File: config.mk
export PLATFORM = sky130hd
export DESIGN_NAME = dma_lo_regs
export DESIGN_NICKNAME = d
export VERILOG_FILES = /design/src/include/dma_lo_pkg.sv /design/src/include/dma_lo_if.sv /design/src/core/dma_lo_engine.sv /design/src/core/dma_lo_regs.sv
export VERILOG_INCLUDE_DIRS = /design/src /design/src/include
export SDC_FILE = /design/constraint.sdc
export NUM_CORES = 1
export LEC_CHECK = 0
export BUFFER_PORTS_ARGS = -buffer_cell sky130_fd_sc_hd__buf_2
export CAP_MARGIN = 25
export CORE_ASPECT_RATIO = 1.2
export CORE_UTILIZATION = 35
export DETAILED_ROUTE_END_ITERATION = 10
export GPL_TIMING_DRIVEN = 0
export SYNTH_ARGS = -nofsm -noshare
export SYNTH_HDL_FRONTEND = slang
export SYNTH_SLANG_ARGS = --single-unit
File: constraint.sdc
create_clock -name sys_clk_in -period 3.2 [get_ports sys_clk_in]
set_input_delay 0.48 -clock sys_clk_in [delete_from_list [all_inputs] [get_ports sys_clk_in]]
set_output_delay 0.48 -clock sys_clk_in [all_outputs]
set_load 0.1 [all_outputs]
File: src/include/dma_lo_map.svh
// Offsets, field positions, reset values and timing counts of the lower DMA group.
// Assumes an 8-bit I/O port space decoded on io_addr_in[7:0].
`ifndef DMA_LO_MAP_SVH
`define DMA_LO_MAP_SVH

// I/O locations
`define DLO_CHAN_PORT_MASK 8'hF8
`define DLO_CHAN_PORT_BASE 8'h00
`define DLO_PORT_CHAN_HI 2
`define DLO_PORT_CHAN_LO 1
`define DLO_PORT_KIND_BIT 0
`define DLO_ADDR_STATUS_CMD 8'h08
`define DLO_ADDR_SOFT_REQ 8'h09
`define DLO_ADDR_SINGLE_MASK 8'h0A
`define DLO_ADDR_CLR_PTR 8'h0C
`define DLO_ADDR_CLR_MASK 8'h0E

// Command byte fields
`define DLO_CMD_ACK_POL 7
`define DLO_CMD_REQ_POL 6
`define DLO_CMD_WR_TIMING 5
`define DLO_CMD_ARB 4
`define DLO_CMD_COMPRESS 3
`define DLO_CMD_DISABLE 2

// Software request and single mask fields
`define DLO_SEL_BIT 2
`define DLO_CHAN_SEL_HI 1
`define DLO_CHAN_SEL_LO 0

// Reset values
`define DLO_CMD_RESET 8'h00
`define DLO_STATUS_RESET 8'h00
`define DLO_MASK_RESET 4'hF
`define DLO_MIRROR_RESET 16'h00FF
`define DLO_MIRROR_UPPER 8'h00
`define DLO_WORD_RESET 16'h0000
`define DLO_READ_IDLE 8'h00
`define DLO_ACK_IDLE_LOW 4'hF

// Transfer phase lengths in clock cycles
`define DLO_XFER_NORMAL 2'h2
`define DLO_XFER_COMPRESSED 2'h1
`define DLO_XFER_LAST 2'h1

`endif

File: src/include/dma_lo_pkg.sv
// Types shared by the lower DMA group register block and its transfer engine.
// Assumes dma_lo_map.svh supplies all numeric constants.
package dma_lo_pkg;

   // Transfer engine states, Gray coded along idle-addr-xfer-done
   typedef enum logic [1:0] {
      ST_IDLE = 2'b00,
      ST_ADDR = 2'b01,
      ST_XFER = 2'b11,
      ST_DONE = 2'b10
   } xfer_state_t;

   typedef logic [1:0] chan_sel_t;

endpackage : dma_lo_pkg

File: src/include/dma_lo_if.sv
// Link between the lower DMA register block and its transfer engine.
// Assumes both ends share sys_clk_in.
`timescale 1ns/1ps
interface dma_lo_if;
   logic [3:0] eligible;
   logic rotate;
   logic compressed;
   logic extended_wr;
   logic ack_high;
   logic busy;
   dma_lo_pkg::chan_sel_t chan;
   logic [3:0] dack;
   logic strobe_rd;
   logic strobe_wr;
   logic done;

   modport regs (output eligible, output rotate, output compressed, output extended_wr,
      output ack_high, input busy, input chan, input dack, input strobe_rd,
      input strobe_wr, input done);
   modport engine (input eligible, input rotate, input compressed, input extended_wr,
      input ack_high, output busy, output chan, output dack, output strobe_rd,
      output strobe_wr, output done);
endinterface : dma_lo_if

File: src/core/dma_lo_engine.sv
// Arbitration and transfer timing for channels 0 to 3.
// Assumes eligible already folds in masks, disable and request polarity.
`timescale 1ns/1ps
`include "dma_lo_map.svh"
module dma_lo_engine (
   input wire logic sys_clk_in,
   input wire logic rst_b_in,
   dma_lo_if.engine eng
);
   dma_lo_pkg::xfer_state_t state;
   dma_lo_pkg::xfer_state_t next_state;
   dma_lo_pkg::chan_sel_t prio_base;
   dma_lo_pkg::chan_sel_t pick;
   dma_lo_pkg::chan_sel_t next_chan;
   logic found;
   logic [1:0] phase_cnt;
   logic [3:0] next_sel;

   // Priority search starting at the current top channel
   always_comb begin
      dma_lo_pkg::chan_sel_t idx;
      idx = prio_base;
      pick = prio_base;
      found = 1'b0;
      for (int i = 3; i >= 0; i--) begin
         idx = prio_base + 2'(i);
         if (eng.eligible[idx]) begin
            pick = idx;
            found = 1'b1;
         end
      end
   end

   // Next state; a transfer in flight always completes
   always_comb begin
      next_state = state;
      next_chan = eng.chan;
      unique case (state)
         dma_lo_pkg::ST_IDLE: begin
            if (found) begin
               next_state = dma_lo_pkg::ST_ADDR;
               next_chan = pick;
            end
         end
         dma_lo_pkg::ST_ADDR: next_state = dma_lo_pkg::ST_XFER;
         dma_lo_pkg::ST_XFER: begin
            if (phase_cnt == `DLO_XFER_LAST) begin
               next_state = dma_lo_pkg::ST_DONE;
            end
         end
         dma_lo_pkg::ST_DONE: next_state = dma_lo_pkg::ST_IDLE;
      endcase
   end

   always_comb begin
      next_sel = 4'h0;
      if (next_state == dma_lo_pkg::ST_ADDR || next_state == dma_lo_pkg::ST_XFER) begin
         next_sel[next_chan] = 1'b1;
      end
   end

   // State, channel and phase counter
   always_ff @(posedge sys_clk_in or negedge rst_b_in) begin
      if (!rst_b_in) begin
         state <= dma_lo_pkg::ST_IDLE;
         eng.chan <= 2'h0;
         phase_cnt <= `DLO_XFER_NORMAL;
      end else begin
         state <= next_state;
         eng.chan <= next_chan;
         if (state == dma_lo_pkg::ST_ADDR) begin
            phase_cnt <= eng.compressed ? `DLO_XFER_COMPRESSED : `DLO_XFER_NORMAL;
         end else if (state == dma_lo_pkg::ST_XFER) begin
            phase_cnt <= phase_cnt - 2'h1;
         end
      end
   end

   // Top priority: fixed keeps channel 0 first, rotating demotes the served one
   always_ff @(posedge sys_clk_in or negedge rst_b_in) begin
      if (!rst_b_in) begin
         prio_base <= 2'h0;
      end else if (!eng.rotate) begin
         prio_base <= 2'h0;
      end else if (state == dma_lo_pkg::ST_DONE) begin
         prio_base <= eng.chan + 2'h1;
      end
   end

   // Acknowledge and strobes, registered so pins never glitch
   always_ff @(posedge sys_clk_in or negedge rst_b_in) begin
      if (!rst_b_in) begin
         eng.dack <= `DLO_ACK_IDLE_LOW;
         eng.strobe_rd <= 1'b0;
         eng.strobe_wr <= 1'b0;
         eng.done <= 1'b0;
         eng.busy <= 1'b0;
      end else begin
         eng.dack <= eng.ack_high ? next_sel : ~next_sel;
         eng.strobe_rd <= next_state == dma_lo_pkg::ST_XFER;
         // Extended write opens the strobe one cycle early
         eng.strobe_wr <= (next_state == dma_lo_pkg::ST_XFER) ||
            (eng.extended_wr && next_state == dma_lo_pkg::ST_ADDR);
         eng.done <= next_state == dma_lo_pkg::ST_DONE;
         eng.busy <= next_state != dma_lo_pkg::ST_IDLE;
      end
   end

endmodule : dma_lo_engine

File: src/core/dma_lo_regs.sv
// Programming interface of the lower four-channel DMA group, with its engine.
// Assumes the I/O bus strobes are one-cycle pulses on sys_clk_in.
//
// What this block does
// - Mask mirror bits 7..0 show channel 7..0 mask, 1 means masked.
// - Mask mirror bits 15..8 always read zero.
// - 16-bit address and count use one byte port, low byte then high.
// - Address ports of channels 0..3 sit at 000h, 002h, 004h, 006h.
// - Count ports of channels 0..3 sit at 001h, 003h, 005h, 007h.
// - Reading 008h gives status, zero after reset; bits 7..4 pending requests.
// - Status bits 3..0 flag terminal count reached on channels 3..0.
// - Writing 008h loads the command byte instead of status.
// - Command bit 7 sets acknowledge polarity, 1 active high.
// - Command bit 6 sets request polarity, 1 active low.
// - Command bit 5 picks late write or extended write strobe.
// - Command bit 4 picks fixed or rotating priority.
// - Command bit 3 picks normal or compressed transfer timing.
// - Command bit 2 set stops servicing all four channels.
// - Write 009h with bit 2 set raises software request on selected channel.
// - Write 00Ah with bit 2 set masks the selected channel.
// - Any write to 00Ch returns the byte pointer to low byte.
// - Any write to 00Eh clears masks of channels 0..3.
`timescale 1ns/1ps
`include "dma_lo_map.svh"
module dma_lo_regs (
   input wire logic sys_clk_in,
   input wire logic rst_b_in,
   input wire logic [7:0] io_addr_in,
   input wire logic [7:0] io_wdata_in,
   input wire logic io_wr_in,
   input wire logic io_rd_in,
   output logic [7:0] io_rdata_out,
   input wire logic [3:0] dreq_in,
   input wire logic [3:0] upper_mask_in,
   output logic [3:0] dack_out,
   output logic [15:0] mem_addr_out,
   output logic mem_rd_strobe_out,
   output logic mem_wr_strobe_out,
   output logic [3:0] tc_out,
   output logic [15:0] mask_mirror_out
);
   dma_lo_if link ();

   logic [7:0] command;
   logic [3:0] mask;
   logic [3:0] soft_req;
   logic [3:0] tc_flag;
   logic [3:0] dreq_meta;
   logic [3:0] dreq_sync;
   logic [3:0] hw_req;
   logic [3:0] pending;
   logic byte_ptr;
   logic [15:0] cur_addr [4];
   logic [15:0] cur_cnt [4];
   logic chan_port_hit;
   dma_lo_pkg::chan_sel_t port_chan;
   dma_lo_pkg::chan_sel_t wr_sel;
   logic port_is_count;
   logic chan_wr;
   logic chan_rd;
   logic cmd_wr;
   logic soft_wr;
   logic mask_wr;
   logic clr_ptr_wr;
   logic clr_mask_wr;
   logic status_rd;
   logic [15:0] port_word;

   // Port decode: channel ports fill 000h..007h, kind in bit 0
   assign chan_port_hit = (io_addr_in & `DLO_CHAN_PORT_MASK) == `DLO_CHAN_PORT_BASE;
   assign port_chan = io_addr_in[`DLO_PORT_CHAN_HI:`DLO_PORT_CHAN_LO];
   assign port_is_count = io_addr_in[`DLO_PORT_KIND_BIT];
   assign chan_wr = io_wr_in && chan_port_hit;
   assign chan_rd = io_rd_in && chan_port_hit;
   assign cmd_wr = io_wr_in && io_addr_in == `DLO_ADDR_STATUS_CMD;
   assign status_rd = io_rd_in && io_addr_in == `DLO_ADDR_STATUS_CMD;
   assign soft_wr = io_wr_in && io_addr_in == `DLO_ADDR_SOFT_REQ;
   assign mask_wr = io_wr_in && io_addr_in == `DLO_ADDR_SINGLE_MASK;
   assign clr_ptr_wr = io_wr_in && io_addr_in == `DLO_ADDR_CLR_PTR;
   assign clr_mask_wr = io_wr_in && io_addr_in == `DLO_ADDR_CLR_MASK;
   assign wr_sel = io_wdata_in[`DLO_CHAN_SEL_HI:`DLO_CHAN_SEL_LO];
   assign port_word = port_is_count ? cur_cnt[port_chan] : cur_addr[port_chan];

   // Request pins come from outside the clock domain
   always_ff @(posedge sys_clk_in or negedge rst_b_in) begin
      if (!rst_b_in) begin
         dreq_meta <= 4'h0;
         dreq_sync <= 4'h0;
      end else begin
         dreq_meta <= dreq_in;
         dreq_sync <= dreq_meta;
      end
   end

   // Polarity, masking and global disable fold into one eligibility word
   assign hw_req = dreq_sync ^ {4{command[`DLO_CMD_REQ_POL]}};
   assign pending = hw_req | soft_req;
   assign link.eligible = pending & ~mask & {4{~command[`DLO_CMD_DISABLE]}};
   assign link.rotate = command[`DLO_CMD_ARB];
   assign link.compressed = command[`DLO_CMD_COMPRESS];
   assign link.extended_wr = command[`DLO_CMD_WR_TIMING];
   assign link.ack_high = command[`DLO_CMD_ACK_POL];

   // Command byte; bit 0 is stored as written, software keeps it 0
   always_ff @(posedge sys_clk_in or negedge rst_b_in) begin
      if (!rst_b_in) begin
         command <= `DLO_CMD_RESET;
      end else if (cmd_wr) begin
         command <= io_wdata_in;
      end
   end

   // Shared low/high pointer, flips on every channel port access
   always_ff @(posedge sys_clk_in or negedge rst_b_in) begin
      if (!rst_b_in) begin
         byte_ptr <= 1'b0;
      end else if (clr_ptr_wr) begin
         byte_ptr <= 1'b0;
      end else if (chan_wr || chan_rd) begin
         byte_ptr <= ~byte_ptr;
      end
   end

   // Per-channel word registers, mask, software request and count flag
   for (genvar g = 0; g < 4; g++) begin : g_chan
      logic hit_here;
      logic served;
      assign hit_here = chan_wr && port_chan == dma_lo_pkg::chan_sel_t'(g);
      assign served = link.done && link.chan == dma_lo_pkg::chan_sel_t'(g);

      // Host write wins over a transfer update in the same cycle
      always_ff @(posedge sys_clk_in or negedge rst_b_in) begin
         if (!rst_b_in) begin
            cur_addr[g] <= `DLO_WORD_RESET;
            cur_cnt[g] <= `DLO_WORD_RESET;
         end else if (hit_here) begin
            if (!port_is_count && !byte_ptr) begin
               cur_addr[g][7:0] <= io_wdata_in;
            end
            if (!port_is_count && byte_ptr) begin
               cur_addr[g][15:8] <= io_wdata_in;
            end
            if (port_is_count && !byte_ptr) begin
               cur_cnt[g][7:0] <= io_wdata_in;
            end
            if (port_is_count && byte_ptr) begin
               cur_cnt[g][15:8] <= io_wdata_in;
            end
         end else if (served) begin
            cur_addr[g] <= cur_addr[g] + 16'h0001;
            cur_cnt[g] <= cur_cnt[g] - 16'h0001;
         end
      end

      // Single-channel port beats the clear-all port; both cannot coincide anyway
      always_ff @(posedge sys_clk_in or negedge rst_b_in) begin
         if (!rst_b_in) begin
            mask[g] <= 1'(`DLO_MASK_RESET >> g); // One bit of the reset mask per channel
         end else if (mask_wr && wr_sel == dma_lo_pkg::chan_sel_t'(g)) begin
            mask[g] <= io_wdata_in[`DLO_SEL_BIT];
         end else if (clr_mask_wr) begin
            mask[g] <= 1'b0;
         end
      end

      // Terminal count retires a software request; a new write still wins
      always_ff @(posedge sys_clk_in or negedge rst_b_in) begin
         if (!rst_b_in) begin
            soft_req[g] <= 1'b0;
         end else if (soft_wr && wr_sel == dma_lo_pkg::chan_sel_t'(g)) begin
            soft_req[g] <= io_wdata_in[`DLO_SEL_BIT];
         end else if (served && cur_cnt[g] == `DLO_WORD_RESET) begin
            soft_req[g] <= 1'b0;
         end
      end

      // Count flag: set beats the clear-on-status-read
      always_ff @(posedge sys_clk_in or negedge rst_b_in) begin
         if (!rst_b_in) begin
            tc_flag[g] <= 1'b0;
            tc_out[g] <= 1'b0;
         end else begin
            tc_out[g] <= served && cur_cnt[g] == `DLO_WORD_RESET;
            if (served && cur_cnt[g] == `DLO_WORD_RESET) begin
               tc_flag[g] <= 1'b1;
            end else if (status_rd) begin
               tc_flag[g] <= 1'b0;
            end
         end
      end
   end

   // Read data holds until the next read; unmapped reads give zero
   always_ff @(posedge sys_clk_in or negedge rst_b_in) begin
      if (!rst_b_in) begin
         io_rdata_out <= `DLO_READ_IDLE;
      end else if (status_rd) begin
         io_rdata_out <= {pending, tc_flag};
      end else if (chan_rd) begin
         io_rdata_out <= byte_ptr ? port_word[15:8] : port_word[7:0];
      end else if (io_rd_in) begin
         io_rdata_out <= `DLO_READ_IDLE;
      end
   end

   // Mirror of all eight masks; upper group comes from same-clock logic
   always_ff @(posedge sys_clk_in or negedge rst_b_in) begin
      if (!rst_b_in) begin
         mask_mirror_out <= `DLO_MIRROR_RESET;
      end else begin
         mask_mirror_out <= {`DLO_MIRROR_UPPER, upper_mask_in, mask};
      end
   end

   // Address of the channel currently granted
   always_ff @(posedge sys_clk_in or negedge rst_b_in) begin
      if (!rst_b_in) begin
         mem_addr_out <= `DLO_WORD_RESET;
      end else begin
         mem_addr_out <= cur_addr[link.chan];
      end
   end

   // Engine outputs are flip-flops inside the engine
   assign dack_out = link.dack;
   assign mem_rd_strobe_out = link.strobe_rd;
   assign mem_wr_strobe_out = link.strobe_wr;

   dma_lo_engine u_engine (
      .sys_clk_in(sys_clk_in),
      .rst_b_in(rst_b_in),
      .eng(link.engine)
   );

endmodule : dma_lo_regs

After elaboration in Yosys (flattened, before gate mapping)
Index checks and enable logic that the tools add are counted.
{ "op_classes": {"add_sub_neg": 13, "order_cmp": 8, "eq_ne": 38, "muxes": 84, "n_bitwise": 10, "n_reduce_logical": 83} }
{ "ops": {"columns": ["operator", "n"], "rows": [
  ["$mux 16", 23],
  ["$bmux 16 s2", 3],
  ["$add 16x1->16 const B", 4],
  ["$logic_not 16->1", 4],
  ["$mux 8", 8],
  ["$sub 16x1->16 const B", 4],
  ["$eq 8x4->1 const B", 5],
  ["$reduce_bool 2->1", 18],
  ["$logic_and 1x1->1", 34],
  ["$ne 2x1->1 const B", 17],
  ["$reduce_and 2->1", 16],
  ["$mux 1", 29],
  ["$mux 2", 13],
  ["$eq 2x2->1 const B", 10],
  ["$lt 2x3->1 const B", 5],
  ["$eq 2x1->1 const B", 6],
  ["$and 4x4->4", 2],
  ["$bmux 1 s2", 4],
  ["$logic_not 2->1", 4],
  ["$logic_not 8->1", 1],
  ["$mux 4", 2],
  ["$not 4->4", 2],
  ["$pmux 2 s4", 1],
  ["$ge 3x3->1 const B", 2],
  ["other kinds (12)", 19]
]} }
{ "totals": {"ff_bits": 208} }

Logic depth before layout (Yosys ltp)
Gate-level depths: netlist (run 1).
{ "depth": {"word_depth": 19, "depth_mapped": 10, "ltp_nobuf": 9} }

Hierarchy
A second synthesis (run 1) with hierarchy kept.
{ "hier_totals": {"cells_unflattened": 1243, "hier_area_um2": 12283.0} }
{ "modules_own_cells": {"columns": ["module", "instances", "cells_per_inst", "area_each_um2", "seq_area_each_um2"], "rows": [
  ["dma_lo_regs", 1, 1174, 11516.0, 4794.6],
  ["dma_lo_engine", 1, 69, 767.0, 406.6]
]} }

Least setup slack after synthesis (run 1)
No wires, ideal clock.
{ "synth_timing": {"path_kind": "input to register", "startpoint": "input port io_addr_in[4]", "endpoint": "register cur_addr[55] (netlist name)", "setup_ns": 0.077, "arrival_time_ns": 2.474, "path_slack_ns": 0.649, "path_stages": 10, "n_path_buf": 3, "cell_sequence": "or4_1 -> clkbuf_1 -> nor3_4 -> and2_1 -> buf_2 -> nor2_1 -> clkbuf_1 -> nand2_1 -> mux2_2 -> a21oi_1"} }
{ "synth_via": {"elab_chain_len": 5, "word_cells_on_any_way": 7, "classes_between": "1 x eq/ne; 1 x mux; 5 x reduce/logical"} }
{ "synth_rtl": {"columns": ["item", "line_no", "source"], "rows": [
  ["start, declared", "dma_lo_regs.sv:28", "input wire logic [7:0] io_addr_in,"],
  ["$logic_not 8->1 (no source line) (*)", null, null],
  ["$logic_and 1x1->1 (*)", "dma_lo_regs.sv:73", "assign chan_wr = io_wr_in && chan_port_hit;"],
  ["$logic_and 1x1->1 (*)", "dma_lo_regs.sv:128", "assign hit_here = chan_wr && port_chan == dma_lo_pkg::chan_sel_t'(g);"],
  ["$ne 2x1->1 (no source line) / $reduce_bool 2->1 (equally long branches)", null, null],
  ["$reduce_and 2->1 (no source line)", null, null],
  ["end signal, assigned by index", "dma_lo_regs.sv:134", "cur_addr[g] <= `DLO_WORD_RESET;"],
  ["end signal, assigned by index", "dma_lo_regs.sv:138", "cur_addr[g][7:0] <= io_wdata_in;"],
  ["end signal, assigned by index", "dma_lo_regs.sv:141", "cur_addr[g][15:8] <= io_wdata_in;"],
  ["end, declared", "dma_lo_regs.sv:53", "logic [15:0] cur_addr [4];"]
]} }
Every way passes the cells marked *; elsewhere a longest branch is shown, timed or not.
A chain may end at the register's enable or synchronous reset.

Worst setup path after layout (run 1)
{ "layout_timing": {"startpoint": "register u_engine.eng.chan[0]", "endpoint": "register cur_addr[16] (netlist name)"} }
{ "layout_via": {"elab_chain_len": 4} }
{ "layout_rtl": {"columns": ["item", "line_no", "source"], "rows": [
  ["start, declared", "dma_lo_if.sv:21", "input ack_high, output busy, output chan, output dack, output strobe_rd,"],
  ["start signal, assigned", "dma_lo_engine.sv:70", "eng.chan <= next_chan;"],
  ["$eq 2x2->1", "dma_lo_regs.sv:129", "assign served = link.done && link.chan == dma_lo_pkg::chan_sel_t'(g);"],
  ["$logic_and 1x1->1", "dma_lo_regs.sv:129", null],
  ["$reduce_bool 2->1 (no source line)", null, null],
  ["$reduce_and 2->1 (no source line)", null, null]
]} }
Every way passes these cells.

==> impl_metrics.ini, run 1 <==
[timing]
fmax_ghz = 0.338
fin_skew_ns = 0.0161
fin_setup_tns_ns = 0
hold_violations = 0
rsz0062_at_grt = no
drv_slew = 0
post-route-period-util = 0.926
setup_violations = 0
worst_pin_slew_ns = 1.07
min_period_ns = 2.96
max_slew_margin = 0.288

[synthesis]
syn_avg_cell_area_um2 = 9.50
synthArstFlopShare = 1.00
synth.area.top_cells = dfrtp_1 39%, mux4_2 11%, nand2_1 4.8%
yosysWarnings = 0
yosysUniqueCellTypes = 74
synth_top_area_cell = dfrtp_1
synth_seq_cells = 206
synth-edff-count = 0
seq_area_frac_synth = 0.431
synth_commonest_cells = 189 x dfrtp_1, 153 x nand2_1, 112 x o21ai_0
synth_most_common_cell = dfrtp_1
synth_flop_cell = dfrtp_1
synth_top_area_share = 0.394
syn_area_mm2 = 0.0120
netlist_instances = 1263

[floorplan]
start_util = 0.359
rows = 73
core_area_mm2 = 0.0334
die_w_um = 171
die-area_mm2 = 0.0350
fp.dieH_um = 205
io_pins = 78

[detailed_routing]
wl_um = 44400
first_pass_iters = 8
vias = 11190
postRouteAntennaNets = 0
post_drt_wl_per_cell_um = 24.2
drc = 0
drt_iter0_markers = 1122
viasPerCell = 6.11

[worst_setup_path]
cp.arrival_ns = 3.36
cp-end-kind = register
worstPathCellList = clkbuf_1 > inv_1 > ha_1 > nand2_1 > nor2_1 > nor2_1 > o21ai_0 > o31ai_1
worstSetupPathType = register to register
start_kind = register
critPathMaxFanout = 10
cp.required_ns = 3.59
cpPeakStageDelay_ns = 0.65
cpMaxStageDelayCell = nor2_1
path_common_cell = nor2_1

[grt]
grt_pass1_wl_um = 67000
grt_pass1_vias = 10754
antenna_found_initial = 1
grt_overflow_total = 0
grt_max_degree = 113
globalRouteTotalUtil = 0.259

[final_layout]
layout-drive-gt1-share = 0.168
fill_cells = 3301
diodes = 0
syn_to_final_growth_pct = 15.1
design_area_mm2 = 0.0138
nNetsFinal = 1406

[worst_hold_path]
hp-class = input port to asynchronous set/reset pin

[clock_tree]
cts_made_buffers = 23
htreeDepth = 1
path_clk_slew_ns = 0.06
cts-root-buf = clkbuf_16
worst_skew_pair.late_latency_ns = 0.53
cts.sinks = 206
cts_setup_buffers = 0
ctsHoldBuffers = 0
ctsLongestPathBuffers = 3
cts_tree = built

[place]
placed_area_mm2 = 0.0130
port_buffers = 68
post-dp-hpwl_um = 33200
gp_congestion = 0.997

[run]
maxCapViolations = 0

[outcome]
status = finished clean

[power_and_ir_drop]
ir_drop_v = 0.000294
internal_power_w = 0.00574
swShare = 0.384
power_density_mw_per_mm2 = 674
p_comb_frac = 0.305
p_sw_w = 0.00357
leakagePower_nw = 5.72
clkPwrFrac = 0.316
seq_power_share = 0.379
-- state kept, by name, indices dropped and copies added, names as in the netlist, 6 cells and up --
signal           count
command              6
cur_addr            64
cur_cnt             64
io_rdata_out         8
mask_mirror_out      8
mem_addr_out        16
-- metrics by stage --
step	hold slack, ns	setup WS (ns)	instances	total power (W)	util
2_1_floorplan	0.184	0.649	1270	0.00545	-
3_3_place_gp	0.337	-2.05	1788	0.00631	0.387
3_5_place_dp	0.341	-0.172	1790	0.00637	0.389
4_1_cts	0.0248	0.268	1831	0.00933	0.413
5_1_grt	0.0470	0.0234	1831	0.00969	0.413
6_report	0.000173	0.237	1831	0.00931	0.413
-- placed cells by master, fill, tap and decap left out, types with 8 or more instances in the layout --
cell / instances
buf_4: 8
nand4_1: 10
dfrtp_1: 189
ha_1: 13
nand3_1: 52
a21oi_1: 102
clkbuf_16: 23
nand2_1: 153
o21ai_0: 112
a31oi_1: 20
inv_1: 42
clkbuf_1: 55
o221ai_1: 8
o211ai_1: 16
mux4_2: 56
nor3_1: 27
and3_1: 11
xor2_1: 8
nor2_1: 105
buf_2: 83
nor4_1: 9
a22o_1: 13
conb_1: 8
nor3b_1: 8
dfstp_2: 17
nor2b_1: 13
mux2i_1: 8
nand2b_1: 9
o22ai_1: 17
o22a_1: 15
o311ai_0: 17
-- cell type report --
| cell class | count | area, um2 | share of cell area |
|---|---|---|---|
| timing repair buffer | 70 | 393 | 0.0284 |
| inverter | 42 | 158 | 0.0114 |
| clock buffer | 32 | 649 | 0.0470 |
| multi-input combinational | 943 | 6360 | 0.460 |
| sequential | 206 | 5180 | 0.375 |
| tap | 450 | 563 | 0.0407 |
| clock inverter | 9 | 170 | 0.0123 |
| buffer | 79 | 348 | 0.0252 |
-- power groups by stage --
stage	Clock (W)	Combinational, W	Sequential [W]
2_1_floorplan	0	0.00146	0.00398
3_3_place_gp	0	0.00277	0.00354
3_5_place_dp	0	0.00282	0.00355
4_1_cts	0.00298	0.00283	0.00351
5_1_grt	0.00307	0.00306	0.00356
6_report	0.00294	0.00284	0.00352
-- cell families after synthesis --
family | count (synthesis) | share of synthesized area
simple gates | 450 | 0.183
compound gates | 395 | 0.208
flops | 206 | 0.431
buf+inv | 121 | 0.0420
mux | 68 | 0.116
fa+ha+maj | 13 | 0.0136
xor+xnor | 9 | 0.00657
other cells | 1 | 0.000312
-- worst max-delay path: cells and delay by family (launching register included) --
kind,cells,cell delay [ns]
and+or+nand+nor,3,1.19
buffers and inverters,2,0.57
DFF,1,0.41
AOI/OAI and AO/OA,2,0.33
adders and majority gates,1,0.32
-- worst paths after layout --
check                                     startpoint            endpoint  slack (ns)  depth (start not counted)
worst min register to register          dreq_meta[1]        dreq_sync[1]        0.36                          0
max in group asynchronous                   rst_b_in        cur_addr[38]        2.14                          2
worst min-delay path                        rst_b_in        cur_addr[59]      0.0002                          1
worst max-delay path            u_engine.eng.chan[0]        cur_addr[16]        0.24                          8
min in group sys_clk_in             upper_mask_in[1]  mask_mirror_out[5]        0.05                          1
worst max register to register  u_engine.eng.chan[0]        cur_addr[16]        0.24                          8
-- timing repair --
item / in CTS / in global routing
resized for setup: 0 / 3
hold endpoints to repair: 0 / 0
endpoints found under the setup margin: 0 / 2
-- routing by layer --
layer | up-vias | GRT usage | share of wire
met5 | - | 0 | 0
met4 | 0 | 0.183 | 0.076
met3 | 157 | 0.0383 | 0.074
met2 | 582 | 0.417 | 0.46
met1 | 5522 | 0.317 | 0.39
li1 | 4929 | - | -
(Power assumes the default switching activity.)
==> inputs of run 2 (changes only) <==
--- a/config.mk
+++ b/config.mk
@@ -12,6 +12,7 @@
 export CORE_UTILIZATION = 35
 export DETAILED_ROUTE_END_ITERATION = 10
 export GPL_TIMING_DRIVEN = 0
+export SETUP_SLACK_MARGIN = 0.4
 export SYNTH_ARGS = -nofsm -noshare
 export SYNTH_HDL_FRONTEND = slang
 export SYNTH_SLANG_ARGS = --single-unit
==> run 2 against run 1 <==
The flow now finishes with violations (negative hold slack). Die area did not move. Clock power is essentially flat. Total power increased by 0.20%. Critical path type unchanged.
==> impl_metrics.ini, run 2 (same netlist as run 1, synthesis figures left out) <==
[outcome]
status = finished with violations
failed_checks = negative hold slack

[detailed_routing]
wl_um = 44700
vias = 11381
viasPerCell = 6.19
drc = 0
post_drt_wl_per_cell_um = 24.3
first_pass_iters = 5
drt_iter0_markers = 1249
postRouteAntennaNets = 0

[power_and_ir_drop]
p_sw_w = 0.00358
internal_power_w = 0.00575
ir_drop_v = 0.000301
leakagePower_nw = 5.78
clkPwrFrac = 0.315
swShare = 0.384
power_density_mw_per_mm2 = 670
seq_power_share = 0.378
p_comb_frac = 0.307

[worst_setup_path]
cpPeakStageDelay_ns = 0.55
timing.rr.end = soft_req[0]
crit_start = cur_cnt[50]
worstRegToRegCells = 7
critPathMaxFanout = 7
r2r_slack_ns = 0.47
cpMaxStageDelayCell = nor4_2
cp.arrival_ns = 3.15
worstPathCellList = nor3_1 > nand2b_1 > nor3b_1 > nand2_1 > nor4_2 > a21oi_1 > a32o_1
cp.required_ns = 3.62
cp-end-kind = register
worstSetupPathType = register to register
r2r_start = cur_cnt[50]
start_kind = register
setup.worst_path.end = soft_req[0]

[clock_tree]
ctsLongestPathBuffers = 3
htreeDepth = 1
path_clk_slew_ns = 0.06
cts_made_buffers = 23
cts_tree = built
ctsHoldBuffers = 0
cts-root-buf = clkbuf_16
worst_skew_pair.late_latency_ns = 0.54
cts.sinks = 206

[timing]
fmax_ghz = 0.367
max_slew_margin = 0.269
finalHoldWorstSlack_ns = -0.0435
worst_pin_slew_ns = 1.10
min_period_ns = 2.73
rsz0062_at_grt = yes
setup_violations = 0
post-route-period-util = 0.853
hold_violations = 16
fin_skew_ns = 0.0233
drv_slew = 0

[floorplan]
core_area_mm2 = 0.0334
die_w_um = 171
start_util = 0.359
fp.dieH_um = 205
rows = 73
io_pins = 78
die-area_mm2 = 0.0350

[final_layout]
syn_to_final_growth_pct = 16.0
design_area_mm2 = 0.0139
nNetsFinal = 1414
diodes = 0
largestRegisters = cur_addr (64), cur_cnt (64), mem_addr_out (16)
final_cell_mix = 189 x dfrtp_1, 153 x nand2_1, 112 x o21ai_0
layout-drive-gt1-share = 0.180
final_common_cell = dfrtp_1

[grt]
grt_overflow_total = 0
grt_max_degree = 113
grt_pass1_vias = 10792
antenna_found_initial = 1
globalRouteTotalUtil = 0.260
grt_pass1_wl_um = 67200

[place]
post-dp-hpwl_um = 33200
placed_area_mm2 = 0.0130
gp_congestion = 0.997
port_buffers = 68

[run]
maxCapViolations = 0

[worst_hold_path]
hp-class = input port to asynchronous set/reset pin
run 2: per-stage QoR:
step / total power [W] / instances / TNS [ns] / setup WS (ns) / utilization
after CTS: 0.00933 / 1835 / 0 / 0.425 / 0.415
after global placement: 0.00631 / 1788 / -396.66 / -2.05 / 0.387
after detailed placement: 0.00637 / 1790 / -2.79 / -0.172 / 0.389
final: 0.00933 / 1839 / 0 / 0.472 / 0.416
after floorplan: 0.00545 / 1270 / 0 / 0.649 / -
after global routing: 0.00971 / 1839 / 0 / 0.266 / 0.416
run 2: power by group through the flow:
| stage | Sequential (W) | Combinational [W] | Clock, W |
|---|---|---|---|
| floorplan | 0.00398 | 0.00146 | 0 |
| global route | 0.00355 | 0.00308 | 0.00308 |
| detailed placement | 0.00355 | 0.00282 | 0 |
| finish | 0.00352 | 0.00286 | 0.00294 |
| CTS | 0.00351 | 0.00284 | 0.00298 |
| global placement | 0.00354 | 0.00277 | 0 |
run 2: metal layers:
layer | GRT usage | wire length, um | vias up
met5 | 0 | 0 | -
met4 | 0.192 | 3850 | 0
met3 | 0.0373 | 3340 | 201
met2 | 0.416 | 20200 | 659
met1 | 0.319 | 17300 | 5571
li1 | - | - | 4950
run 2: final cells by class:
cell class | instances | area, um2
Fill cell | 3299 | 19500
Multi-Input combinational cell | 943 | 6390
Sequential cell | 206 | 5180
Clock buffer | 32 | 649
Tap cell | 450 | 563
Timing Repair Buffer | 78 | 465
Buffer | 79 | 353
Clock inverter | 9 | 170
Inverter | 42 | 158
run 2: worst min-delay path by stage:
stage / slack [ns] / end / cells past startpoint
global route: 0.05 / mask_mirror_out[6] / 1
CTS: 0.02 / cur_addr[62] / 1
floorplan: 0.18 / byte_ptr / 0
detailed placement: 0.34 / dreq_sync[1] / 0
finish: -0.04 / cur_addr[62] / 1
global placement: 0.34 / dreq_sync[0] / 0
run 2: repair_timing:
| item | CTS | global route |
|---|---|---|
| endpoints found under the setup margin | 16 | 28 |
| cloned | 0 | 0 |
| gates resized for setup | 3 | 12 |
| pin swaps | 1 | 2 |
| setup buffers | 4 | 4 |
run 2: critical path, delay by kind of cell (launching register included):
family,cells,cell delay [ns]
AO/OA/AOI/OAI,2,0.30
flip-flops,1,0.47
AND/OR/NAND/NOR,5,1.83
==> inputs of run 3 (changes only) <==
--- a/config.mk
+++ b/config.mk
@@ -8,7 +8,8 @@
 export LEC_CHECK = 0
 export BUFFER_PORTS_ARGS = -buffer_cell sky130_fd_sc_hd__buf_2
 export CAP_MARGIN = 25
-export CORE_ASPECT_RATIO = 1.2
+export CORE_ASPECT_RATIO = 1.5
+export CORE_MARGIN = 2
 export CORE_UTILIZATION = 35
 export DETAILED_ROUTE_END_ITERATION = 10
 export GPL_TIMING_DRIVEN = 0
==> run 3 against run 2 <==
The flow still finishes with violations (negative hold slack). Cell count fell by 1.6%. Fmax shrank 0.86%. Worst setup slack got worse by 0.024 ns. Clock power is essentially flat. Sequential cell count is the same. Critical path depth unchanged. Register-to-register slack hardly changed. Global-route usage about the same. Via count hardly changed. Critical path type is now input port to register. Critical endpoint is now io_rdata_out[3]. Largest power group unchanged.
==> impl_metrics.ini, run 3 (same netlist as run 1, synthesis figures left out) <==
[outcome]
status = finished with violations
failed_checks = negative hold slack

[run]
maxCapViolations = 0

[place]
gp_congestion = 1.06
post-dp-hpwl_um = 34900
port_buffers = 68
place_ws_ns = -0.343

[final_layout]
final_common_cell = dfrtp_1
layout-drive-gt1-share = 0.181
fill_cells = 3357
diodes = 0
syn_to_final_growth_pct = 15.7
nNetsFinal = 1410
largestRegisters = cur_addr (64), cur_cnt (64), mem_addr_out (16)
final_cell_mix = 189 x dfrtp_1, 153 x nand2_1, 112 x o21ai_0

[detailed_routing]
viasPerCell = 6.29
vias = 11372
wl_um = 46700
drc = 0
drt_iter0_markers = 1261
post_drt_wl_per_cell_um = 25.8
postRouteAntennaNets = 0
first_pass_iters = 7

[floorplan]
fp.dieH_um = 231
die_w_um = 155
die-area_mm2 = 0.0358
io_pins = 78
rows = 83
start_util = 0.352
core_area_mm2 = 0.0341

[timing]
min_period_ns = 2.75
post-route-period-util = 0.860
fin_ws_ns = 0.448
worst_pin_slew_ns = 1.10
rsz0062_at_grt = yes
fin_setup_tns_ns = 0
setup_violations = 0
hold_violations = 14
fin_skew_ns = 0.0233
drv_slew = 0
max_slew_margin = 0.269
finalHoldWorstSlack_ns = -0.0143
fmax_ghz = 0.363

[clock_tree]
cts.sinks = 206
path_clk_slew_ns = 0.07
htreeDepth = 1
cts_made_buffers = 22
worst_skew_pair.late_latency_ns = 0.54
cts-root-buf = clkbuf_16
ctsLongestPathBuffers = 3
cts_tree = built

[worst_hold_path]
hp-class = input port to asynchronous set/reset pin

[power_and_ir_drop]
clkPwrFrac = 0.311
internal_power_w = 0.00568
ir_drop_v = 0.000415
p_comb_frac = 0.312
seq_power_share = 0.377
swShare = 0.392
leakagePower_nw = 5.76
p_sw_w = 0.00366
power_density_mw_per_mm2 = 673

[grt]
grt_pass1_vias = 10988
grt_overflow_total = 0
grt_pass1_wl_um = 69700
antenna_found_initial = 2
grt_max_degree = 123
globalRouteTotalUtil = 0.260

[worst_setup_path]
worstSetupPathType = input port to register
cp-end-kind = register
cp.arrival_ns = 3.13
start_kind = input port
critPathMaxFanout = 10
cp.required_ns = 3.58
run 3: cell types whose count changed in the layout (fill, tap and decap cells not counted), sizes merged:
cell | previous run | this run
clkbuf | 85 | 77
clkinvlp | 0 | 4
clkinv | 4 | 6
buf | 104 | 101
run 3: power groups by stage:
stage	Sequential, W	Combinational, W	Clock, W
after detailed placement	0.00352	0.00284	0
final	0.00352	0.00291	0.00291
after CTS	0.00348	0.00285	0.00295
after global placement	0.00351	0.00280	0
after floorplan	0.00398	0.00146	0
after global routing	0.00354	0.00310	0.00303
run 3: stage by stage:
step / power (W) / hold slack, ns / utilization / instances / area [um2]
after global routing: 0.00967 / 0.0394 / 0.408 / 1809 / 13900
after detailed placement: 0.00636 / 0.335 / 0.381 / 1767 / 13000
final: 0.00934 / -0.0143 / 0.408 / 1809 / 13900
after CTS: 0.00928 / 0.0227 / 0.406 / 1808 / 13800
after floorplan: 0.00545 / 0.184 / - / 1270 / 12000
after global placement: 0.00631 / 0.335 / 0.379 / 1763 / 12900
run 3: area by class of cell:
class                      instances  area [um2]  area share
multi-input combinational        943        6390       0.460
sequential                       206        5180       0.373
clock buffer                      24         589      0.0424
tap                              425         532      0.0383
timing repair buffer              75         468      0.0337
buffer                            79         352      0.0253
clock inverter                    15         221      0.0159
inverter                          42         158      0.0114
run 3: metal layers:
layer  up-vias  global-route usage  share of wire
met2       603               0.434           0.48
met3       205              0.0355          0.071
met1      5635               0.292           0.35
met5         -                   0              0
met4         0               0.220          0.098
li1       4929                   -              -
run 3: path summary, 6_finish.rpt:
| path | cells after the start | slack [ns] | from | to |
|---|---|---|---|---|
| worst min register to register | 0 | 0.34 | dreq_meta[2] | dreq_sync[2] |
| worst max register to register | 7 | 0.48 | cur_cnt[22] | soft_req[2] |
| max in group asynchronous | 3 | 2.32 | rst_b_in | mask_mirror_out[6] |
| min in group sys_clk_in | 1 | 0.04 | upper_mask_in[1] | mask_mirror_out[5] |
| worst max-delay path | 7 | 0.45 | io_addr_in[2] | io_rdata_out[3] |
| worst min-delay path | 2 | -0.01 | rst_b_in | cur_cnt[10] |
run 3: repair_timing:
item                       in CTS  in global routing
hold buffers                    0                  0
pin swaps                       1                  1
gates resized for setup         3                 13
cloned                          0                  0
setup endpoints to repair      37                 55
buffers inserted                2                  0
run 3: critical path, stage by stage:
cell	delay, ns
buf_2	0.22
clkbuf_1	0.55
clkbuf_1	0.64
mux4_2	0.44
mux4_2	0.61
inv_1	0.10
o21ai_0	0.08
